===== config.mk =====
export PLATFORM = sky130hd
export DESIGN_NAME = crips_seq
export DESIGN_NICKNAME = d
export VERILOG_FILES = /design/src/hw/crips_seq.sv /design/src/hw/crips_sync.sv
export VERILOG_INCLUDE_DIRS = /design/src /design/src/hw
export SDC_FILE = /design/constraint.sdc
export NUM_CORES = 1
export LEC_CHECK = 0
export BUFFER_PORTS_ARGS = -buffer_cell sky130_fd_sc_hd__buf_2
export CAP_MARGIN = 25
export CORE_MARGIN = 2
export CORE_UTILIZATION = 40
export DETAILED_ROUTE_END_ITERATION = 6
export PLACE_DENSITY = 0.66
export SLEW_MARGIN = 0
export SYNTH_ARGS = -nofsm -noshare
export SYNTH_HDL_FRONTEND = slang
export SYNTH_SLANG_ARGS = --single-unit

===== constraint.sdc =====
create_clock -name i_sys_clk -period 2.5 [get_ports i_sys_clk]
set_input_delay 0.5 -clock i_sys_clk [delete_from_list [all_inputs] [get_ports i_sys_clk]]
set_output_delay 0.5 -clock i_sys_clk [all_outputs]
set_load 0.01 [all_outputs]

===== src/hw/crips_defines.svh =====
// Constants for the reset, init and park sequencer.
// Assumes a 50 MHz system clock.
`ifndef CRIPS_DEFINES_SVH
`define CRIPS_DEFINES_SVH
`define CRIPS_CLK_HZ 50000000
`define CRIPS_FAST_PARK_US 32
`define CRIPS_FAST_PARK_CYC ((`CRIPS_FAST_PARK_US * 50) - 1)
`define CRIPS_NORMAL_PARK_MS 20
`define CRIPS_NORMAL_PARK_CYC (`CRIPS_NORMAL_PARK_MS * 50000)
`define CRIPS_PLL_LOCK_CYC 256
`define CRIPS_GPIO_W 20
`define CRIPS_CNT_W 20
`endif


===== src/hw/crips_seq.sv =====
// Reset, power-up initialisation and mirror park sequencer.
// Assumes external PLL lock and flash loader with start/done handshakes.
`include "crips_defines.svh"
`default_nettype none
package crips_pkg;
	typedef enum logic [2:0]
	{
		CRIPS_PLL = 3'b000,
		CRIPS_LOAD = 3'b001,
		CRIPS_RUN = 3'b010,
		CRIPS_NPARK = 3'b011,
		CRIPS_FPARK = 3'b100,
		CRIPS_PARKED = 3'b101
	} crips_state_e;
endpackage

module crips_seq
	import crips_pkg::*;
(
	input wire logic i_sys_clk,
	input wire logic i_rst_n,
	input wire logic i_fast_park_req_n,
	input wire logic i_projection_enable_req,
	input wire logic i_pll_locked,
	input wire logic i_load_done,
	input wire logic i_flash_serial_clk,
	input wire logic i_flash_serial_out,
	input wire logic i_flash_select0_n,
	input wire logic i_flash_select1_n,
	input wire logic [`CRIPS_GPIO_W-1:0] i_gpio_out,
	input wire logic [`CRIPS_GPIO_W-1:0] i_gpio_dir_out,
	input wire logic i_light_select_0,
	input wire logic i_light_select_1,
	output logic o_load_start,
	output logic o_host_irq,
	output logic o_flash_serial_clk,
	output logic o_flash_serial_clk_oe_n,
	output logic o_flash_serial_out,
	output logic o_flash_serial_out_oe_n,
	output logic o_flash_select0_n,
	output logic o_flash_select0_n_oe_n,
	output logic o_flash_select1_n,
	output logic o_flash_select1_n_oe_n,
	output logic [`CRIPS_GPIO_W-1:0] o_gpio,
	output logic [`CRIPS_GPIO_W-1:0] o_gpio_oe_n,
	output logic o_light_select_0,
	output logic o_light_select_1,
	output logic o_mirror_array_reset_n,
	output logic o_parking,
	output logic o_parked
);
	import crips_pkg::*;

	logic run_sync;
	logic park_n_sync;
	logic proj_sync;
	crips_state_e state;
	crips_state_e next_state;
	logic [`CRIPS_CNT_W-1:0] cnt;
	logic [`CRIPS_CNT_W-1:0] next_cnt;
	logic pll_q;
	logic pll_s;
	logic done_q;
	logic done_s;

	// Release is synchronised; assertion still acts at once.
	crips_sync u_rel (.i_sys_clk(i_sys_clk), .i_rst_n(i_rst_n), .i_async(1'b1),
		.o_sync(run_sync));
	crips_sync u_park (.i_sys_clk(i_sys_clk), .i_rst_n(i_rst_n),
		.i_async(i_fast_park_req_n), .o_sync(park_n_sync));
	crips_sync u_proj (.i_sys_clk(i_sys_clk), .i_rst_n(i_rst_n),
		.i_async(i_projection_enable_req), .o_sync(proj_sync));

	// PLL lock and loader done come from other clocking; sync them too
	always_ff @(posedge i_sys_clk or negedge i_rst_n)
	begin
		if (!i_rst_n)
		begin
			pll_q <= 1'b0;
			pll_s <= 1'b0;
			done_q <= 1'b0;
			done_s <= 1'b0;
		end
		else
		begin
			pll_q <= i_pll_locked;
			pll_s <= pll_q;
			done_q <= i_load_done;
			done_s <= done_q;
		end
	end

	wire cnt_zero = (cnt == '0);
	wire in_run = (state == CRIPS_RUN);
	wire fast_req = run_sync && !park_n_sync && (state != CRIPS_FPARK)
		&& (state != CRIPS_PARKED);
	// Uses the next state so irq fall and mirror release share one edge
	wire init_busy = (next_state == CRIPS_PLL) || (next_state == CRIPS_LOAD);

	always_comb
	begin
		next_state = state;
		next_cnt = cnt_zero ? cnt : cnt - `CRIPS_CNT_W'(1);
		if (fast_req)
		begin
			next_state = CRIPS_FPARK;
			next_cnt = `CRIPS_CNT_W'(`CRIPS_FAST_PARK_CYC);
		end
		else if (run_sync)
		begin
			case (state)
				CRIPS_PLL:
				begin
					if (pll_s)
						next_state = CRIPS_LOAD;
				end
				CRIPS_LOAD:
				begin
					if (done_s)
						next_state = CRIPS_RUN;
				end
				CRIPS_RUN:
				begin
					if (!proj_sync)
					begin
						next_state = CRIPS_NPARK;
						next_cnt = `CRIPS_CNT_W'(`CRIPS_NORMAL_PARK_CYC - 1);
					end
				end
				CRIPS_NPARK, CRIPS_FPARK:
				begin
					if (cnt_zero)
						next_state = CRIPS_PARKED;
				end
				CRIPS_PARKED:
				begin
					if (proj_sync && park_n_sync)
						next_state = CRIPS_RUN;
				end
				default:
					next_state = CRIPS_PLL;
			endcase
		end
	end

	always_ff @(posedge i_sys_clk or negedge i_rst_n)
	begin
		if (!i_rst_n)
		begin
			state <= CRIPS_PLL;
			cnt <= '0;
		end
		else
		begin
			state <= next_state;
			cnt <= next_cnt;
		end
	end

	// Pins float or sit low in reset; become active after release
	wire act = run_sync;
	wire drive_mirror = act && (next_state == CRIPS_RUN);

	always_ff @(posedge i_sys_clk or negedge i_rst_n)
	begin
		if (!i_rst_n)
		begin
			o_host_irq <= 1'b0;
			o_load_start <= 1'b0;
			o_flash_serial_clk <= 1'b0;
			o_flash_serial_clk_oe_n <= 1'b1;
			o_flash_serial_out <= 1'b0;
			o_flash_serial_out_oe_n <= 1'b1;
			o_flash_select0_n <= 1'b1;
			o_flash_select0_n_oe_n <= 1'b1;
			o_flash_select1_n <= 1'b1;
			o_flash_select1_n_oe_n <= 1'b1;
			o_gpio <= '0;
			o_gpio_oe_n <= '1;
			o_light_select_0 <= 1'b0;
			o_light_select_1 <= 1'b0;
			o_mirror_array_reset_n <= 1'b0;
			o_parking <= 1'b0;
			o_parked <= 1'b0;
		end
		else
		begin
			o_host_irq <= act && init_busy;
			o_load_start <= act && (next_state == CRIPS_LOAD);
			o_flash_serial_clk <= i_flash_serial_clk;
			o_flash_serial_clk_oe_n <= !act;
			o_flash_serial_out <= i_flash_serial_out;
			o_flash_serial_out_oe_n <= !act;
			o_flash_select0_n <= i_flash_select0_n;
			o_flash_select0_n_oe_n <= !act;
			o_flash_select1_n <= i_flash_select1_n;
			o_flash_select1_n_oe_n <= !act;
			o_gpio <= i_gpio_out;
			o_gpio_oe_n <= act ? ~i_gpio_dir_out : '1;
			// Light off while parking protects the mirrors
			o_light_select_0 <= drive_mirror && i_light_select_0;
			o_light_select_1 <= drive_mirror && i_light_select_1;
			o_mirror_array_reset_n <= act && !init_busy && (next_state != CRIPS_PARKED);
			o_parking <= (next_state == CRIPS_NPARK) || (next_state == CRIPS_FPARK);
			o_parked <= (next_state == CRIPS_PARKED);
		end
	end
endmodule
`default_nettype wire


===== src/hw/crips_sync.sv =====
// Two-flop synchroniser for a pin level.
// Input may be asynchronous to i_sys_clk.
`default_nettype none
module crips_sync
(
	input wire logic i_sys_clk,
	input wire logic i_rst_n,
	input wire logic i_async,
	output logic o_sync
);
	logic meta;
	always_ff @(posedge i_sys_clk or negedge i_rst_n)
	begin
		if (!i_rst_n)
		begin
			meta <= 1'b0;
			o_sync <= 1'b0;
		end
		else
		begin
			meta <= i_async;
			o_sync <= meta;
		end
	end
endmodule
`default_nettype wire


* Word level (Yosys, flattened, before mapping)
Index checks and enable logic that the tools add are counted.
Cells by class: equal/unequal tests 13, add/subtract/negate cells 1, multiplexer cells 14, bitwise gates (word level) 1, reductions and logical operators 20
Operators by type and width (count):
- $mux 20 | 6
- $mux 3 | 7
- $logic_not 20->1 | 1
- $not 20->20 | 1
- $sub 20x1->20 const B | 1
- $pmux 3 s5 | 1
- $eq 3x2->1 const B | 4
- $eq 3x3->1 const B | 4
- $logic_and 1x1->1 | 11
- $ne 3x3->1 const B | 3
- $eq 3x1->1 const B | 2
- $logic_not 3->1 | 2
- $logic_not 1->1 | 3
- $logic_or 1x1->1 | 2
- $reduce_or 2->1 | 1
Storage, ports and cells: output and inout port bits 55, flip-flop bits (word level) 85, logic and storage cells 75, input port bits 52

* Depth between registers and ports, before layout
depth in word-level cells 10, mapped depth 8, mapped depth without buffers 8

* Hierarchy
A second synthesis with hierarchy kept.
Unflattened totals: cell total of the unflattened synthesis 249, area total of the unflattened synthesis 3074.2 µm²
By module, submodules not included:
- crips_seq | times used 1, area an instance 2924.1 µm², cells each 243, seq. area each 2005.7 µm²
- crips_sync | times used 3, area an instance 50.0 µm², cells each 2, seq. area each 50.0 µm²

* Worst setup path after synthesis
OpenSTA, ideal clock, no wires.
kind reg-to-reg, start point register cnt[6], end point register cnt[19], period minus slack after synthesis 1959 ps, data required time 2355 ps, cell stages (with the launch flop) 8, buffers on the path 1, path slack 541 ps, arrival time 1814 ps, setup time 145 ps, path through dfrtp_1 > or4_1 > buf_2 > nor3_4 > nand3_2 > or3_1 > mux2i_1 > a21oi_1
Between the ends: word-level cells in the longest chain between the ends 6, elaborated cells between the ends (all ways) 7, classes of those cells add/sub (1); mux (5); reduce/logical (1)
RTL lines:
- start, declared | line crips_seq.sv:59 | logic [`CRIPS_CNT_W-1:0] cnt;
- start signal, assigned | line crips_seq.sv:156 | cnt <= next_cnt;
- $sub 20x1->20 or $logic_not 20->1 (tied branches) | line crips_seq.sv:103, crips_seq.sv:93
- $mux 20 * | line crips_seq.sv:103 | next_cnt = cnt_zero ? cnt : cnt - `CRIPS_CNT_W'(1);
- $mux 20 | line crips_seq.sv:124 | if (!proj_sync)
- $mux 20 | line crips_seq.sv:111 | case (state)
- $mux 20 * | line crips_seq.sv:109 | else if (run_sync)
- $mux 20 * | line crips_seq.sv:104 | if (fast_req)
- net next_cnt[19] | line crips_seq.sv:60 | logic [`CRIPS_CNT_W-1:0] next_cnt;
Mark *: on every way through the listed nets, which the timed path passes. The rest lies on a longest branch.

* Final worst setup path
Same ends and word-level chain as after synthesis.

==> results_dict.tcl <==
set metrics [dict create \
    outcome "finished clean" \
    pre_cts_ws_ns 0.384 \
    finalClockSkew_ns 0.00732 \
    yosys_warnings 0 \
    first_global_vias 2166 \
    antenna_left 0 \
    hp-class "in -> async" \
    cts.path.max_buffers 2 \
    setup_viol 0 \
    drt-pass1-iter-count 4 \
    end_kind "flop" \
    routedWlPerCell_um 13.0 \
    start_kind "flop" \
    die_x_um 91.8 \
    htree_levels 3 \
    layout-drive-gt1-share_pct 42.8 \
    drv_cap 0 \
    diodes 0 \
    ys_types 44 \
    ys.flop_type "dfrtp_1" \
    syn_inst 249 \
    cts_resized 0 \
    final.setup.worst_slack_ns 0.358 \
    die_h_um 91.8 \
    drt_wl_total_mm 6.07 \
    cts_root_buf "clkbuf_8" \
    cts_sinks 85 \
    nFillCells 709 \
    cts_made_buffers 9 \
    via_count 2193 \
    required_ns 2.72 \
    via_per_inst 4.68 \
    cp_max_fo 7 \
    relSlewSlack_pct 58.4 \
    seq_area_frac_synth_pct 69.9 \
    core_um2 7610 \
    cts_hold_buf 0 \
    syn_area_um2 3080 \
    max-vdd-ir-drop_mv 0.431 \
    synth_common_cells "62 x dfrtp_1, 37 x nand2_1, 23 x dfstp_2, 15 x nor2_1, 12 x nor3_1" \
    final_nets 415 \
    first_iter_violations 116 \
    critPathKind "reg -> reg" \
    path_clk_slew_ns 0.09 \
    antenna_found_initial 0 \
    ys_ff_latch 85 \
    syn_to_final_growth_pct 28.0 \
    grt_usage_pct 15.3 \
    hold_slack_ns 0.0940 \
    avgSynthCellArea_um2 12.4 \
    grt.overflow.total 0 \
    grt_max_degree 50 \
    drcViolationCount 0 \
    design_area_um2 3950 \
    power.density_nw_per_um2 889 \
    rsz0062_at_grt "no" \
    gp_congestion 0.809 \
    p_leak_nw 1.84 \
    yosysTopAreaCell "dfrtp_1" \
    grt_pass1_wl_mm 9.95 \
    fp-row-count 32 \
    async_flop_share_pct 100 \
    synth_edf_count 0 \
    final_min_period_over_clock_period_pct 85.7 \
    post_cts_buffers 0 \
    final-max-slew-violation-count 0 \
    setup_tns_ns 0 \
    portBuffers 106 \
    yosysTopAreaCellShare_pct 50.3 \
    initial_core_util_pct 40.5 \
    clock.fmax_ghz 0.467 \
    yosys-top-cells-area "dfrtp_1 50%, dfstp_2 20%, nand2_1 4.5%, xnor2_1 2.6%, nor3_1 1.9%" \
    cp_data_arrival_time_ns 2.36 \
    clkLatencyLatePin_ns 0.36 \
    hold_viol_final 0 \
    tightest_slew_ns 0.621 \
    syn_nets 302 \
    ios 107 \
    cts_tree "yes" \
    min_period_ns 2.14 \
    dp_hpwl_mm 4.43 \
    postPlaceCellArea_um2 3750 \
    die-area_um2 8430 \
    yosysMostFrequentCell "dfrtp_1" \
]
-- metrics by stage --
stage                     std cells  utilization (%)  power (mW)
final                           469             51.9        3.51
after detailed placement        453             49.3        2.58
after floorplan                 249                -        2.28
after global routing            469             51.9        3.74
after CTS                       469             51.9        3.56
after global placement          453             49.3        2.55
-- flip-flops by register name, indices dropped and copies added (netlist names), 3 cells and up --
register and flops:
cnt 20, o_gpio 20, o_gpio_oe_n 20, state 3
-- path summary, 6_finish.rpt --
| path | end | slack, ns | startpoint | cells past startpoint |
|---|---|---|---|---|
| min reg2reg | u_rel.o_sync$_DFF_PN0_ | 0.36 | u_rel.meta$_DFF_PN0_ | 0 |
| min | cnt[7]$_DFF_PN0_ | 0.09 | i_rst_n | 1 |
| max in group asynchronous | o_flash_select1_n_oe_n$_DFF_PN1_ | 1.76 | i_rst_n | 2 |
| min in group i_sys_clk | o_flash_select0_n$_DFF_PN1_ | 0.23 | i_flash_select0_n | 1 |
| max | cnt[19]$_DFF_PN0_ | 0.36 | cnt[6]$_DFF_PN0_ | 6 |
| max reg2reg | cnt[19]$_DFF_PN0_ | 0.36 | cnt[6]$_DFF_PN0_ | 6 |
-- routing by layer --
layer	track usage [%]	wire (um)
met1	19.3	2610
met3	6.57	638
met5	0	0
met2	22.4	2700
met4	8.33	133
-- area by class of cell --
class / count / area, um^2 / area share (%)
tap: 102 / 128 / 3.23
clock buffer: 9 / 124 / 3.14
timing repair buffer: 111 / 583 / 14.8
clock inverter: 7 / 76.3 / 1.93
multi-input combinational: 148 / 855 / 21.6
inverter: 7 / 26.3 / 0.666
sequential: 85 / 2160 / 54.6
-- where the power goes --
part / internal, mW / switching [mW] / leakage [nW] / total, mW
sequential: 1.60 / 0.193 / 0.995 / 1.79
combinational: 0.335 / 0.425 / 0.741 / 0.760
clock: 0.397 / 0.563 / 0.103 / 0.960
total: 2.33 / 1.18 / 1.84 / 3.51
-- critical path: stages (launching register included) --
cell and delay (ns):
dfrtp_1 0.43, or4_1 0.71, nor3_4 0.20, nand3_2 0.09, or3_1 0.34, mux2i_1 0.15, a21oi_1 0.08
-- cell usage in the layout (no fill, tap or decap), drive strengths merged, types with 2 or more instances in the layout --
master	Yosys	routed
a31oi	2	2
nor2b	4	4
dfstp	23	23
inv	7	11
dfrtp	62	62
clkinv	0	3
and2	2	2
clkbuf	5	9
nand2	37	37
nor2	16	16
nor4	7	7
nand3	8	8
o31ai	2	2
nand2b	3	3
buf	4	111
mux2i	4	4
xnor2	9	9
or3	4	4
a21oi	9	9
xor2	4	4
o21ai	7	7
nor3	13	13
-- kinds of logic (layout without fill, tap and decap cells) --
group / Yosys count / count (layout) / synth area share (%)
AOI/OAI and AO/OA: 28 / 28 / 5.64
xor gates and xnor gates: 13 / 13 / 3.69
adders and majority gates: 1 / 1 / 0.406
buffers and inverters: 16 / 134 / 2.35
DFF: 85 / 85 / 69.9
muxes: 4 / 4 / 1.30
other: 1 / 1 / 0.122
and+or+nand+nor: 101 / 101 / 16.6
(Power assumes the default switching activity.)
